**src/design/sysconf_pkg.sv**
```systemverilog
package sysconf_pkg;

  // ****************************************************************
  // register offsets within the 1K register block
  // ****************************************************************
  localparam logic [9:0] OFS_PULL_ENABLE   = 10'h00c;
  localparam logic [9:0] OFS_REDUCED_DRIVE = 10'h00d;
  localparam logic [9:0] OFS_BASE_INIT     = 10'h011;
  localparam logic [9:0] OFS_IDENT_HIGH    = 10'h01a;
  localparam logic [9:0] OFS_IDENT_LOW     = 10'h01b;
  localparam logic [9:0] OFS_MEMSIZE_0     = 10'h01c;
  localparam logic [9:0] OFS_MEMSIZE_1     = 10'h01d;

  // ****************************************************************
  // field layout and reset values
  // ****************************************************************
  localparam int unsigned NUM_PADS       = 4;
  localparam int unsigned PAD_ADDR       = 0;
  localparam int unsigned PAD_DATA       = 1;
  localparam int unsigned PAD_BUSCTL     = 2;
  localparam int unsigned PAD_EMUL       = 3;
  // register bit of each pad group, indexed by PAD_*
  localparam int unsigned PAD_BIT_POS [NUM_PADS] = '{0, 1, 4, 7};
  localparam logic [7:0]  PAD_REG_MASK   = 8'h93;
  localparam logic [7:0]  PULL_RESET     = 8'h90;
  localparam logic [7:0]  DRIVE_RESET    = 8'h00;
  localparam logic [7:0]  BASE_INIT_MASK = 8'h78;
  localparam logic [7:0]  BASE_RESET     = 8'h00;
  localparam int unsigned BASE_LSB       = 3;   // base bits 14:11 in reg bits 6:3

  // identification fields
  localparam int unsigned ID_MAJOR_FAM_LSB = 12;
  localparam int unsigned ID_MINOR_FAM_LSB = 8;
  localparam int unsigned ID_MAJOR_REV_LSB = 4;
  localparam int unsigned ID_MINOR_REV_LSB = 0;

  // memory map straps, tied
  localparam logic       REGBLOCK_SIZE_STRAP = 1'b0;
  localparam logic [2:0] SRAM_SIZE_STRAP     = 3'h0;
  localparam logic [1:0] CAL_RAM_SIZE_STRAP  = 2'h1;
  localparam logic [1:0] ROM_MAP_STRAP       = 2'h3;
  localparam logic [1:0] PAGING_SPACE_STRAP  = 2'h3;

  // ****************************************************************
  // types
  // ****************************************************************
  typedef enum logic [1:0] {
    MODE_RUN,
    MODE_WAIT,
    MODE_STOP
  } op_mode_t;

  // per-module wait-disable and run-enable bits
  typedef struct packed {
    logic system_wait_clock_stop;
    logic pulse_mod_wait_stop;
    logic capture_timer_wait_stop;
    logic converter_wait_stop;
    logic serial_periph_wait_stop;
    logic async_serial_wait_stop;
    logic serial_periph_run_en;
    logic volt_monitor_en;
  } clk_cfg_t;

  // clock enables for each gated module clock
  typedef struct packed {
    logic core;
    logic flash;
    logic cal_ram;
    logic sram;
    logic port_int;
    logic pulse_mod;
    logic capture_timer;
    logic converter;
    logic serial_periph;
    logic volt_monitor;
    logic async_serial;
  } clk_en_t;

  typedef struct packed {
    logic [NUM_PADS-1:0] pullup_en;
    logic [NUM_PADS-1:0] low_drive;
    logic                mode_pulldown;
  } pad_ctl_t;

endpackage : sysconf_pkg

```
**src/design/sysconf_bank.sv**
```systemverilog
`timescale 1ns/1ps

// Operation
// - pull-up and low-drive per port, documented resets
// - mode pads pulled down during external reset
// - read-only 16-bit part identification value
// - identification bytes at offsets 1A and 1B
// - family codes in bits 15-12, 11-8
// - major mask revision in bits 7-4
// - minor revision bits 3-0, not for identification
// - memory map straps tied to fixed values
// - straps readable at offsets 1C and 1D
// - module clocks gated by mode and bits
// - stop mode halts all module clocks
// - core clocked in wait unless system wait clock stop is set; peripherals per bit, except the voltage monitor, which is off
// - module wait gating only when system clocks run
// - block base from five upper address bits
// - pull-up register bits 7, 4, 1, 0
module sysconf_bank
  import sysconf_pkg::*;
#(
  // arbitrary identification code
  parameter logic [3:0] MAJOR_FAMILY = 4'h1,
  parameter logic [3:0] MINOR_FAMILY = 4'h2,
  parameter logic [3:0] MAJOR_REV    = 4'h3,
  parameter logic [3:0] MINOR_REV    = 4'h4
) (
  // clock and reset
  input  wire logic        clk_sys,
  input  wire logic        rst,
  // external reset pin level
  input  wire logic        ext_reset_n,
  // peripheral bus
  input  wire logic [15:0] bus_addr,
  input  wire logic        bus_rd,
  input  wire logic        bus_wr,
  input  wire logic [7:0]  bus_wdata,
  output logic             bus_hit,
  output logic [7:0]       bus_rdata_q,
  // operating mode and module configuration bits
  input  wire op_mode_t    mode,
  input  wire clk_cfg_t    clk_cfg,
  // pad control
  output pad_ctl_t         pad_ctl_q,
  // register block base, bits 15:11
  output logic [4:0]       regblock_base_q,
  // gated clock enables
  output clk_en_t          clk_en_q
);

  // ****************************************************************
  // identification and strap constants
  // ****************************************************************
  logic [3:0]  major_family;
  logic [3:0]  minor_family;
  logic [3:0]  major_rev;
  logic [3:0]  minor_rev;
  logic [15:0] part_ident;
  logic [7:0]  part_ident_high;
  logic [7:0]  part_ident_low;

  // the four identification fields, each fixed at build time
  assign major_family = MAJOR_FAMILY;
  assign minor_family = MINOR_FAMILY;
  assign major_rev    = MAJOR_REV;
  // may move between mask sets, so software must not key on it
  assign minor_rev    = MINOR_REV;

  // fields packed by position, so a field edit cannot shift others
  assign part_ident = (16'(major_family) << ID_MAJOR_FAM_LSB)
                    | (16'(minor_family) << ID_MINOR_FAM_LSB)
                    | (16'(major_rev) << ID_MAJOR_REV_LSB)
                    | (16'(minor_rev) << ID_MINOR_REV_LSB);

  // byte halves in the order the bus reads them
  assign part_ident_high = part_ident[15:8];
  assign part_ident_low  = part_ident[7:0];

  logic       regblock_size_strap;
  logic [2:0] sram_size_strap;
  logic [1:0] cal_ram_size_strap;
  logic [1:0] rom_map_strap;
  logic [1:0] paging_space_strap;
  logic [7:0] memsize_0;
  logic [7:0] memsize_1;

  // memory map straps are wired constants; nothing can overwrite them
  assign regblock_size_strap = REGBLOCK_SIZE_STRAP;
  assign sram_size_strap     = SRAM_SIZE_STRAP;
  assign cal_ram_size_strap  = CAL_RAM_SIZE_STRAP;
  assign rom_map_strap       = ROM_MAP_STRAP;
  assign paging_space_strap  = PAGING_SPACE_STRAP;

  // read-back images; gaps between fields read as zero
  assign memsize_0 = {regblock_size_strap, 1'b0,
                      cal_ram_size_strap, 1'b0,
                      sram_size_strap};
  assign memsize_1 = {rom_map_strap, 4'h0,
                      paging_space_strap};

  // ****************************************************************
  // address decode
  // ****************************************************************
  logic [7:0] base_init_q;
  logic [3:0] regblock_base_init;
  logic [4:0] base_hi;
  logic [9:0] ofs;
  logic       in_block;

  // only bits 6:3 of the init register carry address bits 14:11
  assign regblock_base_init = base_init_q[BASE_LSB +: 4];
  // top bit is always zero: block lives in the first 32K;
  // the block spans 1K of its 2K slot, the upper half stays silent
  assign base_hi  = {1'b0, regblock_base_init};
  assign in_block = (bus_addr[15:11] == base_hi)
                  & ~bus_addr[10];  // 1K block
  assign ofs      = bus_addr[9:0];

  logic sel_pull;
  logic sel_drive;
  logic sel_base;
  logic sel_id_hi;
  logic sel_id_lo;
  logic sel_ms0;
  logic sel_ms1;

  // one select per implemented register
  always_comb begin
    sel_pull  = in_block & (ofs == OFS_PULL_ENABLE);
    sel_drive = in_block & (ofs == OFS_REDUCED_DRIVE);
    sel_base  = in_block & (ofs == OFS_BASE_INIT);
    sel_id_hi = in_block & (ofs == OFS_IDENT_HIGH);
    sel_id_lo = in_block & (ofs == OFS_IDENT_LOW);
    sel_ms0   = in_block & (ofs == OFS_MEMSIZE_0);
    sel_ms1   = in_block & (ofs == OFS_MEMSIZE_1);
  end

  logic any_sel;
  logic rd_en;
  logic wr_en;

  // any implemented register of this bank
  assign any_sel = sel_pull | sel_drive | sel_base
                 | sel_id_hi | sel_id_lo
                 | sel_ms0 | sel_ms1;

  // qualified strobes; writes to read-only registers are taken and dropped
  assign rd_en = bus_rd & any_sel;
  assign wr_en = bus_wr & any_sel;

  // hit tells the bus fabric that this bank answers the access
  assign bus_hit = rd_en | wr_en;

  // ****************************************************************
  // writable registers
  // ****************************************************************
  logic [7:0] pull_q;
  logic [7:0] pull_d;
  logic [7:0] drive_q;
  logic [7:0] drive_d;
  logic [7:0] base_init_d;
  logic       wr_pull;
  logic       wr_drive;
  logic       wr_base;

  // one write strobe per writable register
  assign wr_pull  = wr_en & sel_pull;
  assign wr_drive = wr_en & sel_drive;
  assign wr_base  = wr_en & sel_base;

  // pull-up next value: only the documented bits store
  always_comb begin
    pull_d = pull_q;
    if (wr_pull) begin
      pull_d = bus_wdata & PAD_REG_MASK;
    end
  end

  // drive next value: same four bit positions as the pull-ups
  always_comb begin
    drive_d = drive_q;
    if (wr_drive) begin
      drive_d = bus_wdata & PAD_REG_MASK;
    end
  end

  // base next value: bit 7 masked so the block stays below 32K
  always_comb begin
    base_init_d = base_init_q;
    if (wr_base) begin
      base_init_d = bus_wdata & BASE_INIT_MASK;
    end
  end

  // pull-up enables: bus-control and emulation on at reset
  always_ff @(posedge clk_sys) begin
    if (rst) begin
      pull_q <= PULL_RESET;
    end else begin
      pull_q <= pull_d;
    end
  end

  // drive strength: full drive everywhere at reset
  always_ff @(posedge clk_sys) begin
    if (rst) begin
      drive_q <= DRIVE_RESET;
    end else begin
      drive_q <= drive_d;
    end
  end

  // block base; moving it takes effect on the next access
  always_ff @(posedge clk_sys) begin
    if (rst) begin
      base_init_q <= BASE_RESET;
    end else begin
      base_init_q <= base_init_d;
    end
  end

  assign regblock_base_q = base_hi;

  // ****************************************************************
  // read-back
  // ****************************************************************
  logic [7:0] pull_enable_control;
  logic [7:0] reduced_drive_control;
  logic [7:0] rdata_d;

  // register images as the bus reads them; stored bits are pre-masked
  assign pull_enable_control   = pull_q;
  assign reduced_drive_control = drive_q;

  // identification and size registers ignore writes: no store exists
  always_comb begin
    rdata_d = 8'h00;
    if (bus_rd) begin
      unique case (1'b1)
        sel_pull:  rdata_d = pull_enable_control;
        sel_drive: rdata_d = reduced_drive_control;
        sel_base:  rdata_d = base_init_q;
        sel_id_hi: rdata_d = part_ident_high;
        sel_id_lo: rdata_d = part_ident_low;
        sel_ms0:   rdata_d = memsize_0;
        sel_ms1:   rdata_d = memsize_1;
        default:   rdata_d = 8'h00;
      endcase
    end
  end

  // read data lands one cycle after the strobe and holds; an unmapped
  // read still loads zero, so stale data never looks like an answer
  always_ff @(posedge clk_sys) begin
    if (rst) begin
      bus_rdata_q <= 8'h00;
    end else if (bus_rd) begin
      bus_rdata_q <= rdata_d;
    end
  end

  // ****************************************************************
  // pad control outputs
  // ****************************************************************
  logic [NUM_PADS-1:0] pullup_d;
  logic [NUM_PADS-1:0] low_drive_d;
  logic [NUM_PADS-1:0] pullup_rst;
  logic [NUM_PADS-1:0] low_drive_rst;
  logic [NUM_PADS-1:0] pullup_en_q;
  logic [NUM_PADS-1:0] low_drive_q;
  logic                mode_pulldown_q;

  // map each pad group to its register bit, reset image included
  for (genvar gi = 0; gi < NUM_PADS; gi++) begin : g_pad
    assign pullup_d[gi]      = pull_d[PAD_BIT_POS[gi]];
    assign low_drive_d[gi]   = drive_d[PAD_BIT_POS[gi]];
    assign pullup_rst[gi]    = PULL_RESET[PAD_BIT_POS[gi]];
    assign low_drive_rst[gi] = DRIVE_RESET[PAD_BIT_POS[gi]];
  end

  // pull-ups follow the register next state, so the pads switch
  // at the same edge as the register does
  always_ff @(posedge clk_sys) begin
    if (rst) begin
      pullup_en_q <= pullup_rst;
    end else begin
      pullup_en_q <= pullup_d;
    end
  end

  // reduced drive, same timing as the pull-ups
  always_ff @(posedge clk_sys) begin
    if (rst) begin
      low_drive_q <= low_drive_rst;
    end else begin
      low_drive_q <= low_drive_d;
    end
  end

  // mode-pad pull-down follows the pin, not the internal reset,
  // and has no software control at all
  always_ff @(posedge clk_sys) begin
    mode_pulldown_q <= ~ext_reset_n;
  end

  // one flop per concern, gathered into the pad bundle
  assign pad_ctl_q = '{pullup_en:     pullup_en_q,
                       low_drive:     low_drive_q,
                       mode_pulldown: mode_pulldown_q};

  // ****************************************************************
  // module clock gating
  // ****************************************************************
  // the policy registers its enables, so a mode change reaches the
  // gates one cycle later; this keeps the gate enables glitch-free
  clk_gate_policy u_clk_gate (
    .clk_sys  (clk_sys),
    .rst      (rst),
    .mode     (mode),
    .cfg      (clk_cfg),
    .clk_en_q (clk_en_q)
  );

endmodule : sysconf_bank

```
**src/design/clk_gate_policy.sv**
```systemverilog
`timescale 1ns/1ps

module clk_gate_policy
  import sysconf_pkg::*;
(
  // clock and reset
  input  wire logic     clk_sys,
  input  wire logic     rst,
  // mode and configuration
  input  wire op_mode_t mode,
  input  wire clk_cfg_t cfg,
  // gated clock enables
  output clk_en_t       clk_en_q
);

  clk_en_t clk_en_d;
  logic    run;
  logic    wt;
  logic    sys_on;

  // ****************************************************************
  // enable policy
  // ****************************************************************
  // per-module wait bits only matter while system clocks run in wait
  always_comb begin
    run    = (mode == MODE_RUN);
    wt     = (mode == MODE_WAIT);
    sys_on = run | (wt & ~cfg.system_wait_clock_stop);
    clk_en_d               = '0;  // stop: everything off
    clk_en_d.core          = sys_on;
    clk_en_d.flash         = sys_on;
    clk_en_d.cal_ram       = sys_on;
    clk_en_d.sram          = sys_on;
    clk_en_d.port_int      = sys_on;
    clk_en_d.pulse_mod     = run | (sys_on & ~cfg.pulse_mod_wait_stop);
    clk_en_d.capture_timer = run | (sys_on & ~cfg.capture_timer_wait_stop);
    clk_en_d.converter     = run | (sys_on & ~cfg.converter_wait_stop);
    clk_en_d.serial_periph = cfg.serial_periph_run_en
                           & (run | (sys_on & ~cfg.serial_periph_wait_stop));
    clk_en_d.async_serial  = run | (sys_on & ~cfg.async_serial_wait_stop);
    // voltage monitor never runs in wait
    clk_en_d.volt_monitor  = run & cfg.volt_monitor_en;
  end

  // registered so the gate cells see a glitch-free enable
  always_ff @(posedge clk_sys) begin
    if (rst) begin
      clk_en_q <= '1;
    end else begin
      clk_en_q <= clk_en_d;
    end
  end

endmodule : clk_gate_policy

```
**config.mk**
```make
export PLATFORM = sky130hd
export DESIGN_NAME = sysconf_bank
export DESIGN_NICKNAME = d
export VERILOG_FILES = /design/src/design/sysconf_pkg.sv /design/src/design/sysconf_bank.sv /design/src/design/clk_gate_policy.sv
export SDC_FILE = /design/constraint.sdc
export NUM_CORES = 1
export LEC_CHECK = 0
export ABC_AREA = 1
export BUFFER_PORTS_ARGS = -buffer_cell sky130_fd_sc_hd__buf_2
export CORE_MARGIN = 1
export CORE_UTILIZATION = 49
export DETAILED_ROUTE_END_ITERATION = 7
export GPL_TIMING_DRIVEN = 1
export PLACE_DENSITY = 0.85
export SYNTH_ARGS = -nofsm -noshare
export SYNTH_HDL_FRONTEND = slang
export SYNTH_SLANG_ARGS = --single-unit
```
**constraint.sdc**
```tcl
create_clock -name clk_sys -period 2.45 [get_ports clk_sys]
set_input_delay 0.245 -clock clk_sys [delete_from_list [all_inputs] [get_ports clk_sys]]
set_output_delay 0.245 -clock clk_sys [all_outputs]
set_load 0.05 [all_outputs]
```
Word level (Yosys, flattened, before mapping) --
Index checks and enable logic that the tools add are counted.
Word-level totals: logic and storage cells 67, input port bits 39, RAM bits 0, latch bits 0, register bits after elaboration 28, memories kept 0, ROM bits 0
Cells by class: magnitude comparators 0, reduce and logical (&&, ||, !) cells 1, div/mod/pow operators 0, multipliers 0, eq/ne operators 9, shifts and indexed selects 0, add/subtract/negate cells 0, bitwise logic cells 42, mux-type cells 3
Operators by type and width (number):
- 8-bit one-hot mux with 7 select lines | 1
- 10-bit by 5-bit == test with 1-bit output, second input constant | 5
- 1-bit AND | 21
- 10-bit by 4-bit == test with 1-bit output, second input constant | 2
- 8-bit 2-to-1 mux | 2
- 1-bit bitwise OR | 13
- 1-bit NOT | 8
- 5-bit by 4-bit == test with 1-bit output | 1
- 2-bit by 1-bit == test with 1-bit output, second input constant | 1
- 2-bit logical NOT | 1

Logic depth before layout (Yosys ltp) --
Gate-level depths: netlist of run 1.
depth in word-level cells 12, mapped depth 13, mapped depth without buffers 12

Modules after synthesis --
A second synthesis of run 1 with hierarchy kept.
Unflattened totals: cell total of the unflattened synthesis 240, area, all modules 1632.8 µm²
By module, submodules not included:
- sysconf_bank | area each 1380.1 µm², instances 1, cells an instance 214, seq. area each 420.4 µm²
- clk_gate_policy | area each 252.7 µm², instances 1, cells an instance 26, seq. area each 140.1 µm²

Worst setup path before layout of run 1 --
No wires, ideal clock.
kind register -> output, from reg base_init_q[6], to out bus_hit, arrival time 1761 ps, path slack 444 ps, buffers on the path 0, cell stages (with the launch flop) 11, cell sequence dfxtp_1 inv_2 nand2_1 nand2_1 nor2_2 nand2_2 nor2_4 nand3_1 nand3_2 nand2_1 nand2_1
Between the ends: longest elaborated chain between the ends 11
Ends and longest elaborated chain:
- start, declared | RTL line sysconf_bank.sv:104 | logic [7:0] base_init_q;
- start signal, assigned | RTL line sysconf_bank.sv:218 | base_init_q <= base_init_d;
- 5-bit by 4-bit == test with 1-bit output (*) | RTL line sysconf_bank.sv:115 | assign in_block = (bus_addr[15:11] == base_hi)
- 1-bit AND (*) | RTL line sysconf_bank.sv:116 | & ~bus_addr[10];
- 1-bit AND (on tied branches) | RTL line sysconf_bank.sv:129, sysconf_bank.sv:130
- 1-bit bitwise OR (2 in series) | RTL line sysconf_bank.sv:143 | assign any_sel = sel_pull | sel_drive | sel_base
- 1-bit bitwise OR (2 in series) | RTL line sysconf_bank.sv:144 | | sel_id_hi | sel_id_lo
- 1-bit bitwise OR | RTL line sysconf_bank.sv:145 | | sel_ms0 | sel_ms1;
- 1-bit bitwise OR (*) | RTL line sysconf_bank.sv:145
- 1-bit AND (on tied branches) | RTL line sysconf_bank.sv:148, sysconf_bank.sv:149
- 1-bit bitwise OR (*) | RTL line sysconf_bank.sv:152 | assign bus_hit = rd_en | wr_en;
- end, declared | RTL line sysconf_bank.sv:38 | output logic bus_hit,
Every way passes the cells marked *; elsewhere a longest branch is shown, timed or not.

Worst setup path after layout of run 1 --
from reg base_init_q[4], to out bus_hit
The elaborated chain is that of the path after synthesis.

==> summary.txt, run 1 <==
Yosys
  – Syn_nets: 260
  – Async set-or-reset flop fraction in the synthesized netlist: 0
  – Synth Area per Inst: 6.73 um^2
  – Post-synthesis sequential area ratio: 0.377
  – Top post-synthesis cells by area: dfxtp_1 (38%), nand2_1 (16%), nor2_1 (8.1%), nand3_1 (7.1%), inv_1 (4.0%)
  – Cell variety after synth: 25
  – Yosys Warn Count: 0
  – Ys flop type: dfxtp_1
  – Commonest cells post-synth: nand2_1 (62), nor2_1 (32), dfxtp_1 (28)
  – Gate Count Post-Synth: 221
  – Post-synth top area share: 0.377
  – Mapped Area: 0.00149 mm^2
  – EDFF count, synth: 0
  – Flops & latches, synth: 28
  – Area leader, netlist: dfxtp_1
  – Top-count cell post-synth: nand2_1

Placement
  – Final Wtd Congestion: 0.836
  – Inst Count DP: 312
  – Port Buf Inserts: 70
  – DP HPWL: 2.52 mm
  – Cell area after placement: 0.00181 mm^2

Clock network
  – Root Buffer Master: clkbuf_4
  – Clock sink count: 28
  – Clock latency on the worst-skew pair: ~0.33 ns
  – CTS Buf Count: 3
  – Post-cts hold buffer count: 0
  – Clock buffer depth: 2
  – Clock Pin Slew Worst Setup and Hold Paths: 0.15 ns
  – H-tree levels: 1
  – CTS tree: yes

Timing
  – RSZ-0062 raised after global routing: no
  – Fmax: roughly 0.46 GHz
  – Setup tns final: 0 ns
  – # setup viols final: 0
  – Tmin final: ~2.2 ns
  – Skew final: around 0.0033 ns
  – Final Hold Fails: 0
  – Period utilization: 0.882
  – Slew Limit Fails: 0

Setup path
  – R2R Path End: pullup_en_q[1]
  – Critical path required time: 2.20 ns
  – Slowest cell on the critical path: dfxtp_1
  – CP most frequent cell: nand2_1
  – CP cell instances: inv_2 > nand2_1 > nand2_1 > nor2_2 > nand2_2 > nor2_4 > nand3_1 > nand3_2 > nand2_1 > nand2_1 > buf_2
  – Largest stage delay on the critical path: approximately 0.43 ns
  – Reg2Reg Depth: 11
  – Critical path arrival: 1.92 ns
  – Flop-to-flop setup slack: 0.83 ns
  – CP startpoint kind: flip-flop
  – Setup CP Type: reg2out
  – Worst-path fanout max: 7
  – Crit. End Element: primary output
  – RR Startpoint: base_init_q[4]

Power
  – VDD IR-drop max: about 510 uV
  – Power Total: 0.919 mW
  – PD cells: 491 mW/mm^2
  – Leakage Power: 0.965 nW

Layout
  – P&R area growth vs syn: 25.8%
  – Util after Layout: 0.667
  – Nets: roughly 330
  – Diodes inserted: 0
  – Final Cell Area: around 0.0019 mm^2
  – Layout Cells excl Fill: 317
  – Filler cells: around 270
  – Share of cells above drive strength 1: 0.339

Die
  – Total core area: 0.00281 mm^2
  – Total die area: 0.00326 mm^2
  – IO Pins: 73
  – Die W: 57.1 um
  – Die H: 57.1 um
  – Initial Util: 0.530
  – FP Rows: 19

Status
  – Failing checks: DRC
  – Status: complete, but fails checks

Routing
  – Detailed Routing Iterations Pass 1: 6
  – Final WL: 3.23 mm
  – Vias per cell: 4.82
  – Wirelength per Cell: 10.2 um
  – ANT nets after route: 0
  – Initial drt markers: 46
  – Vias: between 1500 and 2000
  – Residual DRC: 9

GRT
  – Initial antenna violation count: 0
  – Pin count of the biggest net entering global routing: 17
  – Vias in the first global route: 1299
  – GRT overflow: 0
  – GRT Total Usage: 0.209
  – First-pass GRT wire length: 5.39 mm

Min path
  – Hold EP: mode_pulldown_q
  – Hold_sp: ext_reset_n
  – Hold depth: 2
  – Worst min path class: in2reg

Run
  – Max-Cap Viols: 0
[cell type report]
| type | instances | area [um^2] | share of cell area |
|---|---|---|---|
| Clock buffer | 3 | 22.5 | 0.0120 |
| Sequential cell | 28 | 561 | 0.299 |
| Tap cell | 31 | 38.8 | 0.0207 |
| Multi-Input combinational cell | 160 | 776 | 0.414 |
| Inverter | 23 | 86.3 | 0.0461 |
| Clock inverter | 1 | 30.0 | 0.0160 |
| Timing Repair Buffer | 71 | 358 | 0.191 |
[logic make-up after synthesis]
family / synth area share
AO/OA/AOI/OAI: 0.0673
buffers and inverters: 0.102
flip-flops: 0.377
other: 0.00252
AND/OR/NAND/NOR: 0.452
[cells in the final DEF (no fill, tap or decap)]
master      n
nor2_1     32
a21oi_1     9
inv_2       6
nor2_4      3
clkbuf_4    3
nor3_1      4
o21ai_0     7
nand3_4     1
buf_2      70
nand2_2     2
nand3_1    21
bufinv_16   1
nand3_2     3
nand2_1    62
o21ai_1     4
dfxtp_1    28
nor3b_2     1
nor2_2      3
nor3b_1     3
nand3b_1    1
or2_2       1
buf_4       1
inv_1      16
nor3_4      2
clkinv_1    1
conb_1      1
[worst max-delay path, delay by kind of cell, from the launching register on]
family        cells  cell delay, ns
buf+inv           2            0.31
simple gates      9            0.86
flops             1            0.43
[report_power, final]
part           switching (mW)  internal, mW  total [mW]
Combinational           0.106        0.0422       0.148
Sequential            0.00281         0.465       0.468
Clock                   0.137         0.165       0.303
Total                   0.246         0.673       0.919
[metrics by stage]
stage / hold WS (ns) / worst slack, ns
after detailed placement: 0.398 / 0.538
after global placement: 0.394 / 0.568
after global routing: 0.0260 / 0.0984
after CTS: 0.0394 / 0.150
final: 0.0350 / 0.289
after floorplan: 0.302 / 0.444
[worst max-delay path by stage]
stage,start,end,slack (ns),cells after the start
2_1_floorplan,base_init_q[6],bus_hit,0.44,10
3_3_place_gp,base_init_q[6],bus_hit,0.57,11
3_5_place_dp,base_init_q[4],bus_hit,0.54,11
4_1_cts,base_init_q[4],bus_hit,0.15,11
5_1_grt,base_init_q[6],bus_hit,0.1,11
6_report,base_init_q[4],bus_hit,0.29,11
[sequential cells by signal, summed over array words and instances (netlist names)]
name and count:
bus_rdata_q 8, u_clk_gate.clk_en_q 7, base_init_q 4, low_drive_q 4, pullup_en_q 4, mode_pulldown_q 1
[what timing repair did]
item / in CTS / in global routing
setup endpoints to repair: 0 / 1
setup buffers: 0 / 1
gates resized for setup: 0 / 0
[per-layer routing]
| metal | GRT usage | routed length (um) |
|---|---|---|
| met1 | 0.264 | 1470 |
| met2 | 0.366 | 1560 |
| met3 | 0.0522 | 185 |
| met4 | 0.0348 | 13 |
| met5 | 0 | 0 |
No activity file was read; power rests on OpenSTA's default activity.
==> run 2: changes to the inputs <==
==> constraint.sdc (replaced) <==
create_clock -name clk_sys -period 2.45 [get_ports clk_sys]
set_input_delay 0.245 -clock clk_sys [delete_from_list [all_inputs] [get_ports clk_sys]]
set_output_delay 0.245 -clock clk_sys [all_outputs]
set_load 0.1 [all_outputs]
==> summary.txt, run 2 (synthesized netlist as in run 1, its figures left out) <==
Clock network
  – H-tree levels: 1 (unchanged)
  – Clock sink count: 28 (unchanged)
  – Clock Pin Slew Worst Setup and Hold Paths: 0.15 ns (about the same)
  – Root Buffer Master: clkbuf_4
  – CTS tree: yes
  – Clock latency on the worst-skew pair: 0.33 ns (about the same)
  – CTS Buf Count: 3 (unchanged)
  – Clock buffer depth: 2 (unchanged)

GRT
  – Initial antenna violation count: 0 (unchanged)
  – GRT overflow: 0 (unchanged)
  – Vias in the first global route: 1310 (+0.85%)
  – GRT Total Usage: 0.207 (-0.00202)
  – First-pass GRT wire length: 5.43 mm (+0.78%)
  – Pin count of the biggest net entering global routing: 17 (unchanged)

Timing
  – Period utilization: 0.917 (+0.0348)
  – Final Hold Fails: 0 (unchanged)
  – Setup tns final: 0 ns (unchanged)
  – Fmax: 0.445 GHz (-3.8%)
  – Skew final: 0.00203 ns (-0.00129 ns)
  – # setup viols final: 0 (unchanged)
  – Slew Limit Fails: 0 (unchanged)
  – RSZ-0062 raised after global routing: no
  – Tmin final: 2.25 ns (+0.0851 ns)

Routing
  – Vias per cell: 4.84 (+0.35%)
  – Wirelength per Cell: 10.2 um (+0.42%)
  – Initial drt markers: 31 (-33%)
  – Vias: 1543 (+0.98%)
  – Detailed Routing Iterations Pass 1: 6 (unchanged)
  – ANT nets after route: 0 (unchanged)
  – Final WL: 3.27 mm (+1.1%)
  – Residual DRC: 7 (-2)

Layout
  – Layout Cells excl Fill: 319 (+0.63%)
  – Largest register FFs: 8 (unchanged)
  – Diodes inserted: 0 (unchanged)
  – Most common cell after layout, fill and taps aside: buf_2
  – Commonest cells after routing, fill and taps aside: buf_2 (69), nand2_1 (62), nor2_1 (32), dfxtp_1 (24), nand3_1 (21)
  – Nets: 328 (+0.61%)
  – P&R area growth vs syn: 27.3%
  – Biggest register: bus_rdata_q
  – Regs by FF count: bus_rdata_q (8), u_clk_gate.clk_en_q (7)
  – Filler cells: 259 (-4.8%)
  – Util after Layout: 0.675 (+0.00803)
  – Share of cells above drive strength 1: 0.358 (+0.0185)

Power
  – Logic pwr share: 0.212 (+0.051)
  – Switching Fraction: 0.313 (+0.0449)
  – PD cells: 517 mW/mm^2 (+5.3%)
  – Pint: 0.673 mW (about the same)
  – Switching pwr: 0.306 mW (+24%)
  – VDD IR-drop max: 440 uV (-13%)
  – Clock Power Share: 0.310 (-0.019)
  – Register share of total power: 0.478 (-0.031)
  – Leakage Power: 0.978 nW (+1.3%)

Setup path
  – Critical path arrival: 2.00 ns (+0.08 ns)
  – Worst-path fanout max: 10 (+3)
  – Critical path required time: 2.20 ns (about the same)
  – Flop-to-flop setup slack: 0.73 ns (-0.10 ns)
  – CP startpoint kind: flip-flop
  – Crit. End Element: primary output
  – Setup CP Type: reg2out

Die
  – Total die area: 0.00326 mm^2 (unchanged)
  – FP Rows: 19 (unchanged)
  – Initial Util: 0.530 (unchanged)
  – Die H: 57.1 um (unchanged)
  – IO Pins: 73 (unchanged)
  – Die W: 57.1 um (unchanged)
  – Total core area: 0.00281 mm^2 (unchanged)

Status
  – Failing checks: DRC
  – Status: complete, but fails checks

Placement
  – DP HPWL: 2.63 mm (+4.6%)
  – Port Buf Inserts: 70 (unchanged)
  – Inst Count DP: 312 (unchanged)
  – Final Wtd Congestion: 0.878 (+5.0%)

Min path
  – Worst min path class: in2reg

Run
  – Max-Cap Viols: 0 (unchanged)
[run 2: cell type report]
| type | instances | area (um^2) | area share |
|---|---|---|---|
| clock buffer | 3 | 22.5 | 0.0119 |
| clock inverter | 1 | 30.0 | 0.0159 |
| inverter | 23 | 86.3 | 0.0456 |
| multi-input combinational | 160 | 776 | 0.410 |
| sequential | 28 | 566 | 0.299 |
| tap | 31 | 38.8 | 0.0205 |
| timing repair buffer | 73 | 375 | 0.198 |
[run 2: worst paths after layout]
check | start | end | depth (start not counted)
max | base_init_q[6] | bus_hit | 11
min reg2reg | bus_rdata_q[5] | bus_rdata_q[5] | 2
min | ext_reset_n | mode_pulldown_q | 2
max reg2reg | base_init_q[6] | base_init_q[4] | 13
[run 2: power groups by stage]
stage          Clock [mW]  Combinational, mW  Sequential, mW
3_5_place_dp            0              0.207           0.478
6_report            0.304              0.207           0.468
2_1_floorplan           0             0.0950           0.545
5_1_grt             0.323              0.219           0.469
4_1_cts             0.307              0.207           0.469
3_3_place_gp            0              0.205           0.478
[run 2: repair_timing]
action	CTS	global route
setup buffers	0	3
gates resized for setup	0	1
hold endpoints to repair	0	0
hold buffers	0	0
setup endpoints to repair	0	1
[run 2: layer usage]
layer	vias to the layer above	routed length, um	track usage	part of all wire
li1	822	-	-	-
met1	670	1470	0.261	0.45
met2	48	1590	0.371	0.49
met3	3	196	0.0499	0.060
met4	0	11	0.0209	0.0034
met5	-	0	0	0
[run 2: worst max-delay path, stage by stage, from the launching register on]
cell and delay [ns]:
dfxtp_2 0.37, inv_2 0.05, nand2_1 0.05, nand2_1 0.05, nor2_2 0.11, nand2_2 0.07
nor2_4 0.21, nand3_1 0.14, nand3_2 0.13, nand2_1 0.08, nand2_1 0.08, clkbuf_4 0.33
[run 2: metrics by stage]
stage               cell area [um^2]  hold slack (ns)  setup WS, ns  total power, mW
floorplan                       1490            0.302         0.117            0.640
global placement                1820            0.393         0.436            0.683
CTS                             1870           0.0323        0.0235            0.983
finish                          1890           0.0374         0.204            0.979
global route                    1890           0.0298        0.0148             1.01
detailed placement              1820            0.405         0.415            0.685
==> run 3: changes to the inputs <==
==> constraint.sdc (replaced) <==
create_clock -name clk_sys -period 2.64 [get_ports clk_sys]
set_input_delay 0.264 -clock clk_sys [delete_from_list [all_inputs] [get_ports clk_sys]]
set_output_delay 0.264 -clock clk_sys [all_outputs]
set_load 0.1 [all_outputs]
==> summary.txt, run 3 (synthesized netlist as in run 1, its figures left out) <==
Status
  – Status: complete, but fails checks
  – Failing checks: DRC

GRT
  – Pin count of the biggest net entering global routing: 17 (unchanged)
  – GRT Total Usage: 0.213 (+0.00613)
  – Initial antenna violation count: 0 (unchanged)
  – GRT overflow: 0 (unchanged)
  – Vias in the first global route: 1362 (+4.0%)
  – First-pass GRT wire length: 5.60 mm (+3.2%)

Clock network
  – Root Buffer Master: clkbuf_4
  – CTS Buf Count: 3 (unchanged)
  – Post-CTS Setup Bufs: 0 (unchanged)
  – Clock Pin Slew Worst Setup and Hold Paths: 0.14 ns (about the same)
  – CTS tree: yes
  – CTS resizes: 0 (unchanged)
  – Clock buffer depth: 2 (unchanged)
  – Clock latency on the worst-skew pair: 0.33 ns (about the same)
  – H-tree levels: 1 (unchanged)
  – Post-cts hold buffer count: 0 (unchanged)
  – Clock sink count: 28 (unchanged)

Placement
  – Inst Count DP: 312 (unchanged)
  – Setup WS pre-CTS: 0.578 ns (+0.163 ns)
  – Cell area after placement: 0.00182 mm^2 (about the same)
  – DP HPWL: 2.52 mm (-4.1%)
  – Final Wtd Congestion: 0.870 (-0.92%)
  – Port Buf Inserts: 70 (unchanged)

Layout
  – Largest register FFs: 8 (unchanged)
  – Diodes inserted: 0 (unchanged)
  – Share of cells above drive strength 1: 0.347 (-0.0103)
  – Final Cell Area: 0.00187 mm^2 (-1.4%)
  – Commonest cells after routing, fill and taps aside: buf_2 (70), nand2_1 (62), nor2_1 (32), dfxtp_1 (25), nand3_1 (21)
  – Regs by FF count: bus_rdata_q (8), u_clk_gate.clk_en_q (7)
  – Nets: 325 (-0.91%)
  – Most common cell after layout, fill and taps aside: buf_2
  – Layout Cells excl Fill: 316 (-0.94%)
  – Biggest register: bus_rdata_q
  – P&R area growth vs syn: 25.6%

Timing
  – Setup tns final: 0 ns (unchanged)
  – Fmax: 0.411 GHz
  – Min setup slack post-route: 0.207 ns (+0.00299 ns)
  – Final Hold Fails: 0 (unchanged)
  – RSZ-0062 raised after global routing: no
  – Skew final: 0.00312 ns (+0.00110 ns)
  – Tmin final: 2.43 ns
  – # setup viols final: 0 (unchanged)
  – Slew Limit Fails: 0 (unchanged)
  – Period utilization: 0.922

Setup path
  – Reg2Reg Depth: 12 (-1)
  – CP startpoint kind: flip-flop
  – Crit. End Element: primary output
  – Critical path required time: 2.38 ns (+0.18 ns)
  – R2R Path End: base_init_q[6]
  – CP cell instances: inv_2 > nand2_1 > nand2_1 > nor2_2 > nand2_2 > nor2_4 > nand3_1 > nand3_2 > nand2_1 > nand2_1 > buf_2
  – Largest stage delay on the critical path: 0.42 ns (+0.05 ns)
  – Critical path arrival: 2.17 ns (+0.17 ns)
  – Worst-path fanout max: 15 (+5)
  – Slowest cell on the critical path: buf_2
  – Setup CP Type: reg2out
  – Flop-to-flop setup slack: 0.94 ns (+0.21 ns)
  – CP most frequent cell: nand2_1
  – RR Startpoint: base_init_q[6]

Routing
  – Wirelength per Cell: 9.92 um (-3.1%)
  – Detailed Routing Iterations Pass 1: 6 (unchanged)
  – Residual DRC: 8 (+1)
  – Final WL: 3.13 mm (-4.0%)
  – Vias per cell: 4.81 (-0.49%)
  – Initial drt markers: 61 (+97%)
  – ANT nets after route: 0 (unchanged)
  – Vias: 1521 (-1.4%)

Min path
  – Hold depth: 2 (unchanged)
  – Hold EP: mode_pulldown_q
  – Hold_sp: ext_reset_n
  – Worst min path class: in2reg

Power
  – PD cells: 484 mW/mm^2 (-6.4%)
  – VDD IR-drop max: 472 uV (+7.3%)
  – Leakage Power: 0.962 nW (-1.6%)
  – Power Total: 0.904 mW (-7.7%)

Die
  – Total core area: 0.00281 mm^2 (unchanged)
  – Die W: 57.1 um (unchanged)
  – Die H: 57.1 um (unchanged)
  – Initial Util: 0.530 (unchanged)
  – FP Rows: 19 (unchanged)
  – IO Pins: 73 (unchanged)
  – Total die area: 0.00326 mm^2 (unchanged)

Run
  – Max-Cap Viols: 0 (unchanged)
==> run 3: worst max-delay path by stage <==
stage                   startpoint  endpoint  slack, ns  cells after the start
floorplan           base_init_q[5]   bus_hit       0.02                      8
global placement      bus_addr[12]   bus_hit       0.59                     12
detailed placement    bus_addr[11]   bus_hit       0.58                     11
CTS                 base_init_q[6]   bus_hit       0.19                     11
global route        base_init_q[6]   bus_hit       0.01                     11
finish              base_init_q[6]   bus_hit       0.21                     11
==> run 3: critical path, delay by kind of cell (launching register included) <==
kind          cells  cell delay, ns
simple gates      9            0.99
flops             1            0.37
buf+inv           2            0.47
==> run 3: stage by stage <==
step           utilization  hold WS (ns)
2_1_floorplan            -         0.321
5_1_grt              0.666        0.0496
6_report             0.666        0.0662
3_3_place_gp         0.647         0.412
3_5_place_dp         0.647         0.429
4_1_cts              0.666        0.0599
==> run 3: cell type report <==
class / count / area, um^2
well taps: 31 / 38.8
flip-flops and latches: 28 / 564
multi-input cells: 160 / 776
inverters: 23 / 86.3
repair buffers: 70 / 350
clock inverters: 1 / 30.0
fillers: 272 / 937
clock buffers: 3 / 22.5
==> run 3: report_power, final <==
part | switching, mW | internal [mW] | leakage, nW
registers | 0.00280 | 0.432 | 0.230
clock network | 0.125 | 0.154 | 0.0279
logic | 0.152 | 0.0387 | 0.704
total | 0.280 | 0.624 | 0.962
==> run 3: routing by layer <==
metal | wire (um) | vias up | track usage
met5 | 0 | - | 0
met4 | 0 | 0 | 0.0209
met3 | 221 | 0 | 0.0567
met2 | 1520 | 52 | 0.376
met1 | 1390 | 649 | 0.271
li1 | - | 820 | -
